`src/pmr_pkg.sv`:
```
// Constants and types for the management status and 10Base-T operations registers
// Overview of operation
// - Latch PLL lock error high while 100 Mb/s recovery loop is unlocked
// - Latch false carrier when a start delimiter proves not to be J/K
// - Invalid symbol inside a 100 Mb/s packet drives RXER and latches status
// - Halt code group inside a valid packet signals MAC and latches status
// - Two idles inside a valid packet signal MAC and latch premature end
// - Negotiation complete bit is one only when enabled, done and registers valid
// - Signal detect bit follows receive signal presence live in 100Base-TX
// - Jabber bit mirrors the basic status register jabber bit
// - Remote fault bit mirrors the basic status register remote fault bit
// - Link bit mirrors the basic status link bit, latch-low included
// - Remote jabber bit clears on operations register read and on reset
// - Receive path jabber criteria latch remote jabber; informational only
// - Polarity reversed latches when receive pair is swapped; operation continues
// - Jabber inhibit one skips the transmit jabber check
// - Auto-polarity inhibit one stops automatic polarity correction
// - SQE test inhibit one stops SQE test pulse generation
// - Link loss inhibit one forces the 10Base-T link to passed
// - Squelch inhibit one requires valid data then idle before link
package pmr_pkg;
  localparam logic [4:0] PHY_ADDR = 5'h01;
  localparam logic [4:0] REG_HUNDRED = 5'h11;
  localparam logic [4:0] REG_TENBASE = 5'h12;
  localparam logic [1:0] OP_READ = 2'b10;
  localparam logic [1:0] OP_WRITE = 2'b01;
  localparam logic [5:0] PRE_BITS = 6'h20;
  localparam logic [5:0] HDR_LAST = 6'h0c;
  localparam logic [5:0] DATA_LAST = 6'h0f;
  localparam int B18_JAB_INH = 5;
  localparam int B18_APOL_INH = 3;
  localparam int B18_SQE_INH = 2;
  localparam int B18_LINK_INH = 1;
  localparam int B18_SQ_INH = 0;
  localparam logic [13:0] CTL_RESET = 14'h0110;
  localparam int unsigned CLK_NS = 8;
  localparam int unsigned JAB_TIME_US = 20000;
  typedef enum logic [2:0] {PMR_PRE, PMR_HDR, PMR_TA, PMR_RD, PMR_WR} pmr_state_t;
  typedef struct packed {
    logic mdc_s1;
    logic mdc_s2;
    logic mdc_s3;
    logic mdi_s1;
    logic mdi_s2;
    pmr_state_t st;
    logic [5:0] cnt;
    logic [15:0] sr;
    logic op_rd;
    logic [4:0] regad;
    logic mdo;
    logic mdo_en;
    logic [4:0] lh17;
    logic rjab;
    logic pol;
    logic [13:0] ctl;
    logic [21:0] jab_cnt;
    logic rx_er;
  } pmr_regs_t;
endpackage : pmr_pkg

```
`src/pmr_regs.sv`:
```
// Management register bank with serial management slave
`timescale 1ns/100ps
module pmr_regs #(
  parameter int unsigned JAB_CYC = pmr_pkg::JAB_TIME_US * 1000 / pmr_pkg::CLK_NS
) (
  input wire logic mclk,
  input wire logic rst,
  input wire logic mdc,
  input wire logic mdio_in,
  output logic mdio_out,
  output logic mdio_oe_n,
  input wire logic speed_100,
  input wire logic pll_unlocked,
  input wire logic false_carrier_evt,
  input wire logic rx_in_packet,
  input wire logic invalid_symbol_evt,
  input wire logic halt_symbol_evt,
  input wire logic premature_end_evt,
  input wire logic an_enable,
  input wire logic an_done,
  input wire logic an_regs_valid,
  input wire logic signal_present,
  input wire logic jabber_status,
  input wire logic remote_fault_status,
  input wire logic link_status,
  input wire logic rx_carrier_10,
  input wire logic polarity_swapped,
  output logic mii_rx_er,
  output logic jabber_check_en,
  output logic auto_polarity_en,
  output logic sqe_test_en,
  output logic link_force_pass,
  output logic squelch_need_idle
);
  import pmr_pkg::*;

  pmr_regs_t s;
  pmr_regs_t n;
  logic mdc_rise;
  logic rd17;
  logic rd18;
  logic jab_evt;
  logic [4:0] ev17;
  logic [12:0] hdr;
  logic [15:0] rdata;

  assign mdc_rise = s.mdc_s2 & ~s.mdc_s3;
  assign jab_evt = rx_carrier_10 && (s.jab_cnt == 22'(JAB_CYC - 1));
  // Conditions gated to 100 Mb/s since the bits mean nothing at 10 Mb/s
  assign ev17 = {pll_unlocked, false_carrier_evt,
                 rx_in_packet & invalid_symbol_evt,
                 rx_in_packet & halt_symbol_evt,
                 rx_in_packet & premature_end_evt} & {5{speed_100}};
  assign hdr = {s.sr[11:0], s.mdi_s2};

  always_comb begin
    rdata = 16'h0000;
    if (s.regad == REG_HUNDRED) begin
      rdata = {6'h00, s.lh17,
               an_enable & an_done & an_regs_valid,
               speed_100 & signal_present,
               jabber_status,
               remote_fault_status,
               link_status};
    end else if (s.regad == REG_TENBASE) begin
      rdata = {s.rjab, s.pol, s.ctl};
    end
  end

  always_comb begin
    n = s;
    rd17 = 1'b0;
    rd18 = 1'b0;
    n.mdc_s1 = mdc;
    n.mdc_s2 = s.mdc_s1;
    n.mdc_s3 = s.mdc_s2;
    n.mdi_s1 = mdio_in;
    n.mdi_s2 = s.mdi_s1;
    if (mdc_rise) begin
      case (s.st)
        PMR_PRE: begin
          if (s.mdi_s2) begin
            if (s.cnt != PRE_BITS) begin
              n.cnt = s.cnt + 6'h01;
            end
          end else if (s.cnt == PRE_BITS) begin
            n.st = PMR_HDR;
            n.cnt = 6'h00;
          end else begin
            n.cnt = 6'h00;
          end
        end
        PMR_HDR: begin
          n.sr = {s.sr[14:0], s.mdi_s2};
          n.cnt = s.cnt + 6'h01;
          if (s.cnt == HDR_LAST) begin
            n.cnt = 6'h00;
            n.regad = hdr[4:0];
            n.op_rd = (hdr[11:10] == OP_READ);
            // Frames for another address or with a bad opcode are skipped
            if (hdr[12] && hdr[9:5] == PHY_ADDR &&
                (hdr[11:10] == OP_READ || hdr[11:10] == OP_WRITE)) begin
              n.st = PMR_TA;
            end else begin
              n.st = PMR_PRE;
            end
          end
        end
        PMR_TA: begin
          n.cnt = s.cnt + 6'h01;
          if (s.cnt == 6'h00) begin
            if (s.op_rd) begin
              n.mdo = 1'b0;
              n.mdo_en = 1'b1;
              n.sr = rdata;
              rd17 = (s.regad == REG_HUNDRED);
              rd18 = (s.regad == REG_TENBASE);
            end
          end else begin
            n.cnt = 6'h00;
            if (s.op_rd) begin
              n.st = PMR_RD;
              n.mdo = s.sr[15];
              n.sr = {s.sr[14:0], 1'b0};
            end else begin
              n.st = PMR_WR;
            end
          end
        end
        PMR_RD: begin
          n.cnt = s.cnt + 6'h01;
          n.mdo = s.sr[15];
          n.sr = {s.sr[14:0], 1'b0};
          if (s.cnt == DATA_LAST) begin
            n.mdo_en = 1'b0;
            n.mdo = 1'b0;
            n.st = PMR_PRE;
            n.cnt = 6'h00;
          end
        end
        PMR_WR: begin
          n.cnt = s.cnt + 6'h01;
          n.sr = {s.sr[14:0], s.mdi_s2};
          if (s.cnt == DATA_LAST) begin
            n.st = PMR_PRE;
            n.cnt = 6'h00;
            // Reserved bits are stored as written; the manager keeps defaults
            if (s.regad == REG_TENBASE) begin
              n.ctl = {s.sr[12:0], s.mdi_s2};
            end
          end
        end
        default: begin
          n.st = PMR_PRE;
        end
      endcase
    end
    // Set beats clear so an event during the read is kept for the next one
    n.lh17 = (s.lh17 & ~{5{rd17}}) | ev17;
    n.rjab = (s.rjab & ~rd18) | jab_evt;
    n.pol = (s.pol & ~rd18) | polarity_swapped;
    if (!rx_carrier_10) begin
      n.jab_cnt = 22'h00_0000;
    end else if (!jab_evt) begin
      n.jab_cnt = s.jab_cnt + 22'h00_0001;
    end
    n.rx_er = speed_100 & rx_in_packet &
              (invalid_symbol_evt | halt_symbol_evt | premature_end_evt);
    if (rst) begin
      n = '0;
      n.ctl = CTL_RESET;
    end
  end

  always_ff @(posedge mclk) begin
    s <= n;
  end

  assign mdio_out = s.mdo;
  assign mdio_oe_n = ~s.mdo_en;
  assign mii_rx_er = s.rx_er;
  assign jabber_check_en = ~s.ctl[B18_JAB_INH];
  assign auto_polarity_en = ~s.ctl[B18_APOL_INH];
  assign sqe_test_en = ~s.ctl[B18_SQE_INH];
  assign link_force_pass = s.ctl[B18_LINK_INH];
  assign squelch_need_idle = s.ctl[B18_SQ_INH];
endmodule : pmr_regs

```
`config.mk`:
```
export PLATFORM = sky130hd
export DESIGN_NAME = pmr_regs
export DESIGN_NICKNAME = d
export VERILOG_FILES = /design/src/pmr_pkg.sv /design/src/pmr_regs.sv
export SDC_FILE = /design/constraint.sdc
export NUM_CORES = 1
export LEC_CHECK = 0
export BUFFER_PORTS_ARGS = -buffer_cell sky130_fd_sc_hd__buf_4
export CORE_ASPECT_RATIO = 1.75
export CORE_MARGIN = 2
export CORE_UTILIZATION = 40
export DETAILED_ROUTE_END_ITERATION = 8
export MAX_ROUTING_LAYER = met4
export PLACE_DENSITY_LB_ADDON = 0.08
export SYNTH_ARGS = -nofsm -noshare
export SYNTH_HDL_FRONTEND = slang
export SYNTH_SLANG_ARGS = --single-unit
export TNS_END_PERCENT = 100
```
`constraint.sdc`:
```
create_clock -name mclk -period 4.4 [get_ports mclk]
set_clock_uncertainty 0.1 [all_clocks]
set_input_delay 0.66 -clock mclk [delete_from_list [all_inputs] [get_ports mclk]]
set_output_delay 0.66 -clock mclk [all_outputs]
set_load 0.02 [all_outputs]
```
**After elaboration in Yosys (flattened, before gate mapping)**

Cells that the tools add are included.

- Flip-flop bits (word level): 82
- Bits in latches: 0
- Bits in writable memories: 0
- ROM bits: 0
- Memories: 0

- Add/subtract/negate cells: 2
- Multipliers: 0
- Divide/modulo/power cells: 0
- $lt $le $gt $ge: 0
- Eq/ne operators: 23
- Shift-type cells: 0
- Mux-type cells: 31
- Bitwise logic cells: 26
- Reduce and logical (&&, ||, !) cells: 19

Operators with widths:

| kind | number |
|---|---|
| two-way mux 16 bit | 5 |
| one-hot mux 16 bit (3 select lines) | 1 |
| two-way mux 9 bit | 3 |
| one-hot mux 6 bit (4 select lines) | 1 |
| adder 22 x 1 -> 22 bit, second input constant | 1 |
| equality test 22 bit, second input constant | 1 |
| != test 2 bit, second input constant | 7 |
| equality test 6 x 4 -> 1 bit, second input constant | 2 |
| two-way mux 6 bit | 2 |
| one-hot mux 3 bit (4 select lines) | 1 |
| AND reduction 3 bit | 4 |
| AND 1 bit | 11 |
| two-way mux 1 bit | 11 |
| AND 5 bit | 2 |
| equality test 5 bit, second input constant | 2 |
| two-way mux 3 bit | 3 |
| NOT 1 bit | 7 |
| adder 6 x 1 -> 6 bit, second input constant | 1 |
| equality test 3 x 2 -> 1 bit, second input constant | 2 |
| equality test 6 bit, second input constant | 1 |
| logical NOT 6 bit | 1 |
| two-way mux 2 bit | 3 |
| != test 6 bit, second input constant | 1 |
| AND reduction 6 bit | 1 |
| other kinds (20) | 27 |

**Depth between registers and ports, before layout**

- Depth after elaboration: 8
- Gate-level depth with buffers: 8

**Least setup slack after synthesis**

OpenSTA, ideal clock, no wires.

- Kind: reg-to-reg
- Start point: reg s[71] (netlist name)
- End point: reg s, in the netlist hdr[6]
- Setup time: 0.142 ns
- Arrival: 1.951 ns
- Path slack: 2.208 ns
- Cell stages (with the launch flop): 8
- Path buffers: 3
- Period minus slack after synthesis: 2.192 ns
- Cell sequence: dfxtp_1 -> buf_2 -> or4_4 -> or4_4 -> buf_6 -> buf_6 -> a221oi_2 -> o32ai_1

- Longest elaborated chain between the ends: 3

Ends and longest elaborated chain:

| item | RTL line | source |
|---|---|---|
| start, declared | pmr_regs.sv:37 | `pmr_regs_t s;` |
| start signal, assigned | pmr_regs.sv:176 | `s <= n;` |
| logical NOT 6 bit | pmr_regs.sv:111 | `if (s.cnt == 6'h00) begin` |
| two-way mux 16 bit | pmr_regs.sv:111 |  |
| one-hot mux 16 bit (3 select lines) | pmr_regs.sv:80 | `case (s.st)` |

No other way between the ends.
A chain may end at the register's enable or synchronous reset.

**Worst setup path after layout**

- Start point: reg s[76] (netlist name)
- End point: reg s[33] (netlist name)

- Longest elaborated chain between the ends: 2

Ends and longest elaborated chain:

| item | RTL line |
|---|---|
| equality test 3 bit | pmr_regs.sv:80 |
| AND reduction 4 bit (no line) | -- |

No other way between the ends.

==> summary.log <==
INFO  drt            remaining_drc_errors=0
INFO  finish         layout.cell_area.non_filler=0.00442sqmm
INFO  drt            route.vias.total=3363
INFO  die            rows=47
INFO  synthesis      synthFlopType=dfxtp_1
INFO  finish         layout_commonest_cell=dfxtp_1
INFO  sta            setup_repair_after_global_routing_missed_its_margin=no
INFO  sta            final_hold_viol_count=0
INFO  placement      post-place-ws=1.61ns
INFO  die            initial_core_util=41.3%
INFO  critical_path  cp_slowest_cell=or4b_1
INFO  critical_path  timing.critical_path.to_type=register
INFO  clocking       tritoncts_clock_tree=yes
INFO  finish         instances_no_fill=588
INFO  clocking       htree_num_levels=3
INFO  drt            drt_wl_total=10200um
INFO  drt            drt_pre_antenna_iters=5
INFO  sta            timing.final.max_slew_violations=0
INFO  hold_path      worst_hold_path_type=register to register
INFO  placement      gpl.final_weighted_congestion=0.904
INFO  clocking       worst_skew_pair.late_latency=0.34ns
INFO  power_and_ir_drop overall_power_of_the_completed_layout=1.51mW
INFO  critical_path  timing.critical_path.slowest_cell_delay=0.80ns
INFO  run_status     status=finished clean
INFO  global_route   grt-ovfl-total=0
INFO  clocking       cts.clk_slew.worst_paths=0.06ns
INFO  critical_path  cp_num_cells=5
INFO  finish         final_layout_size_suffix_gt1_share=11.8%
INFO  sta            final_min_period_over_clock_period=63.9%
INFO  drt            drtIter0Drc=296
INFO  synthesis      netlist_instances=456
INFO  clocking       cts_resized=0
INFO  critical_path  critical_path.cell_chain=nor3b_2 -> or4b_1 -> nor2_4 -> mux2i_1 -> nor2_1
INFO  sta            worst_hold_slack=0.347ns
INFO  global_route   via_count_of_the_first_global_routing_pass=3363
INFO  critical_path  critical_path.top_delay_family=simple AND/OR/NAND/NOR gates
INFO  critical_path  r2r_cells=5
INFO  finish         most-common-layout-cells=82 x dfxtp_1, 57 x nor2_1, 43 x nand2_1
INFO  sta            final-setup-viol-count=0
INFO  clocking       cts_buffers=9
INFO  drt            detail_route.wl_per_cell=17.4um
INFO  critical_path  worst_ep_arrival_time=2.92ns
INFO  synthesis      synth-warning-count=0
INFO  finish         num-nets-final=486
INFO  clocking       cts_num_sinks=82
INFO  synthesis      post_syn_area=0.00394sqmm
INFO  global_route   grt_antenna_before_repair=0
INFO  critical_path  critPathKind=register to register
INFO  die            ios=28
INFO  critical_path  critical_path.startpoint_type=register
INFO  hold_path      holdPathStages=1
INFO  clocking       clockRootBuffer=clkbuf_16
INFO  power_and_ir_drop p_per_area=341mW/mm^2
INFO  die            fp.dieArea=0.0107sqmm
INFO  placement      detailedPlacementHpwl=7140um
INFO  synthesis      average_cell_area_after_synthesis=8.64squm
INFO  synthesis      synthArstFlopShare=0%
INFO  finish         postLayoutCoreUtil=46.4%
INFO  die            core=0.00953sqmm
INFO  synthesis      synthesis_stage_register_bit_count=82
INFO  global_route   grt_first_pass_wirelength=16700um
INFO  critical_path  worst-path-buf-inv=0
INFO  finish         multiInputGateArea=0.00210sqmm
INFO  critical_path  crit_fanout=18
INFO  drt            route.antenna.remaining_nets=0
INFO  global_route   globalRouteTotalUtil=20.6%
INFO  synthesis      ys_seq_area_share=41.7%
INFO  die            die-height=135um
INFO  synthesis      yosys.cell_types.count=65
INFO  placement      port-buffer-count=27
INFO  global_route   grt_max_degree=47
INFO  sta            finalWorstPathRequiredPeriod=2.81ns
INFO  sta            slew_headroom=19.9%
INFO  power_and_ir_drop static-leakage-power=1.56nW
INFO  finish         n_antenna_cell=0
INFO  finish         seq_area=0.00164sqmm
INFO  clocking       post_cts_hold_buffers=0
INFO  finish         nFillCells=971
INFO  drt            via_per_inst=5.72
INFO  placement      place_area=0.00414sqmm
INFO  finish         area_delta_synth_final=12.2%
INFO  clocking       clock_tree.buffer_depth=2
INFO  placement      place.detailed.instances=573
INFO  job            max_cap_viol_count=0
INFO  synthesis      synthesis.nets=480
INFO  synthesis      post_synth_edffs=0
INFO  sta            setup_slack=1.59ns
INFO  die            chipWidth=79.0um
INFO  power_and_ir_drop peakVddDrop=0.204mV
INFO  sta            fmax=0.355GHz
INFO  sta            worst_pin_slew=1.20ns
INFO  clocking       cts.repair_timing.setup_buffer_count=0
INFO  sta            finalSetupTns=0ns
INFO  critical_path  required_time_of_the_critical_path=4.51ns
[area by class of cell]
cell class / instances / share of cell area, %
well taps: 122 / 3.45
flip-flops and latches: 82 / 37.1
repair buffers: 27 / 4.59
multi-input cells: 330 / 47.5
clock buffers: 11 / 5.72
clock inverters: 4 / 0.595
inverters: 12 / 1.02
[flip-flops by register name (all words and copies together) (netlist names)]
register	cells
mdio_out	1
hdr	13
squelch_need_idle	1
s	65
link_force_pass	1
mii_rx_er	1
[worst paths after layout]
path         start     end  slack [ns]
min          s[78]  hdr[0]        0.35
min reg2reg  s[78]  hdr[0]        0.35
max          s[76]   s[33]        1.59
max reg2reg  s[76]   s[33]        1.59
[where the power goes]
part           switching [mW]  internal, mW  total, mW
logic                  0.0268        0.0198     0.0466
registers             0.00509         0.749      0.755
clock network           0.298         0.410      0.707
total                   0.329          1.18       1.51
[worst register-to-register path: stages (launching register included)]
cell,delay (ns)
dfxtp_1,0.57
nor3b_2,0.43
or4b_1,0.80
nor2_4,0.47
mux2i_1,0.26
nor2_1,0.06
[synth_stat cells, drive strengths merged (3+ instances only)]
cell | number | area, sq um
and3 | 5 | 31.3
and2 | 5 | 31.3
buf | 9 | 67.6
o21ai | 17 | 85.1
nand3 | 18 | 90.1
inv | 12 | 45.0
a21oi | 26 | 130
a32oi | 3 | 26.3
clkbuf | 23 | 86.3
or3 | 3 | 18.8
ha | 4 | 50.1
a311oi | 9 | 78.8
and4 | 6 | 52.6
o32ai | 8 | 70.1
nand4 | 17 | 106
a221oi | 8 | 95.1
a22o | 6 | 52.6
dfxtp | 82 | 1640
nand2 | 43 | 161
mux2i | 12 | 120
xor2 | 15 | 131
nor4 | 5 | 52.6
nor2b | 12 | 75.1
nor2 | 58 | 225
a31oi | 4 | 25.0
o31ai | 3 | 22.5
nor4b | 4 | 35.0
nor3 | 5 | 25.0
[kinds of logic after synthesis]
group | share of synthesized area (%)
compound gates | 18.2
xor+xnor | 3.78
fa+ha+maj | 1.27
buf+inv | 5.05
flops | 41.7
mux | 3.34
simple gates | 26.7
[layer usage]
metal | GRT usage, % | wire length [um] | vias to the layer above
li1 | - | - | 1675
met1 | 22.6 | 4250 | 1576
met2 | 35.3 | 5300 | 90
met3 | 3.33 | 381 | 22
met4 | 10.8 | 288 | 0
met5 | - | 0 | -
Note: power is estimated with default switching activity, not from simulation.
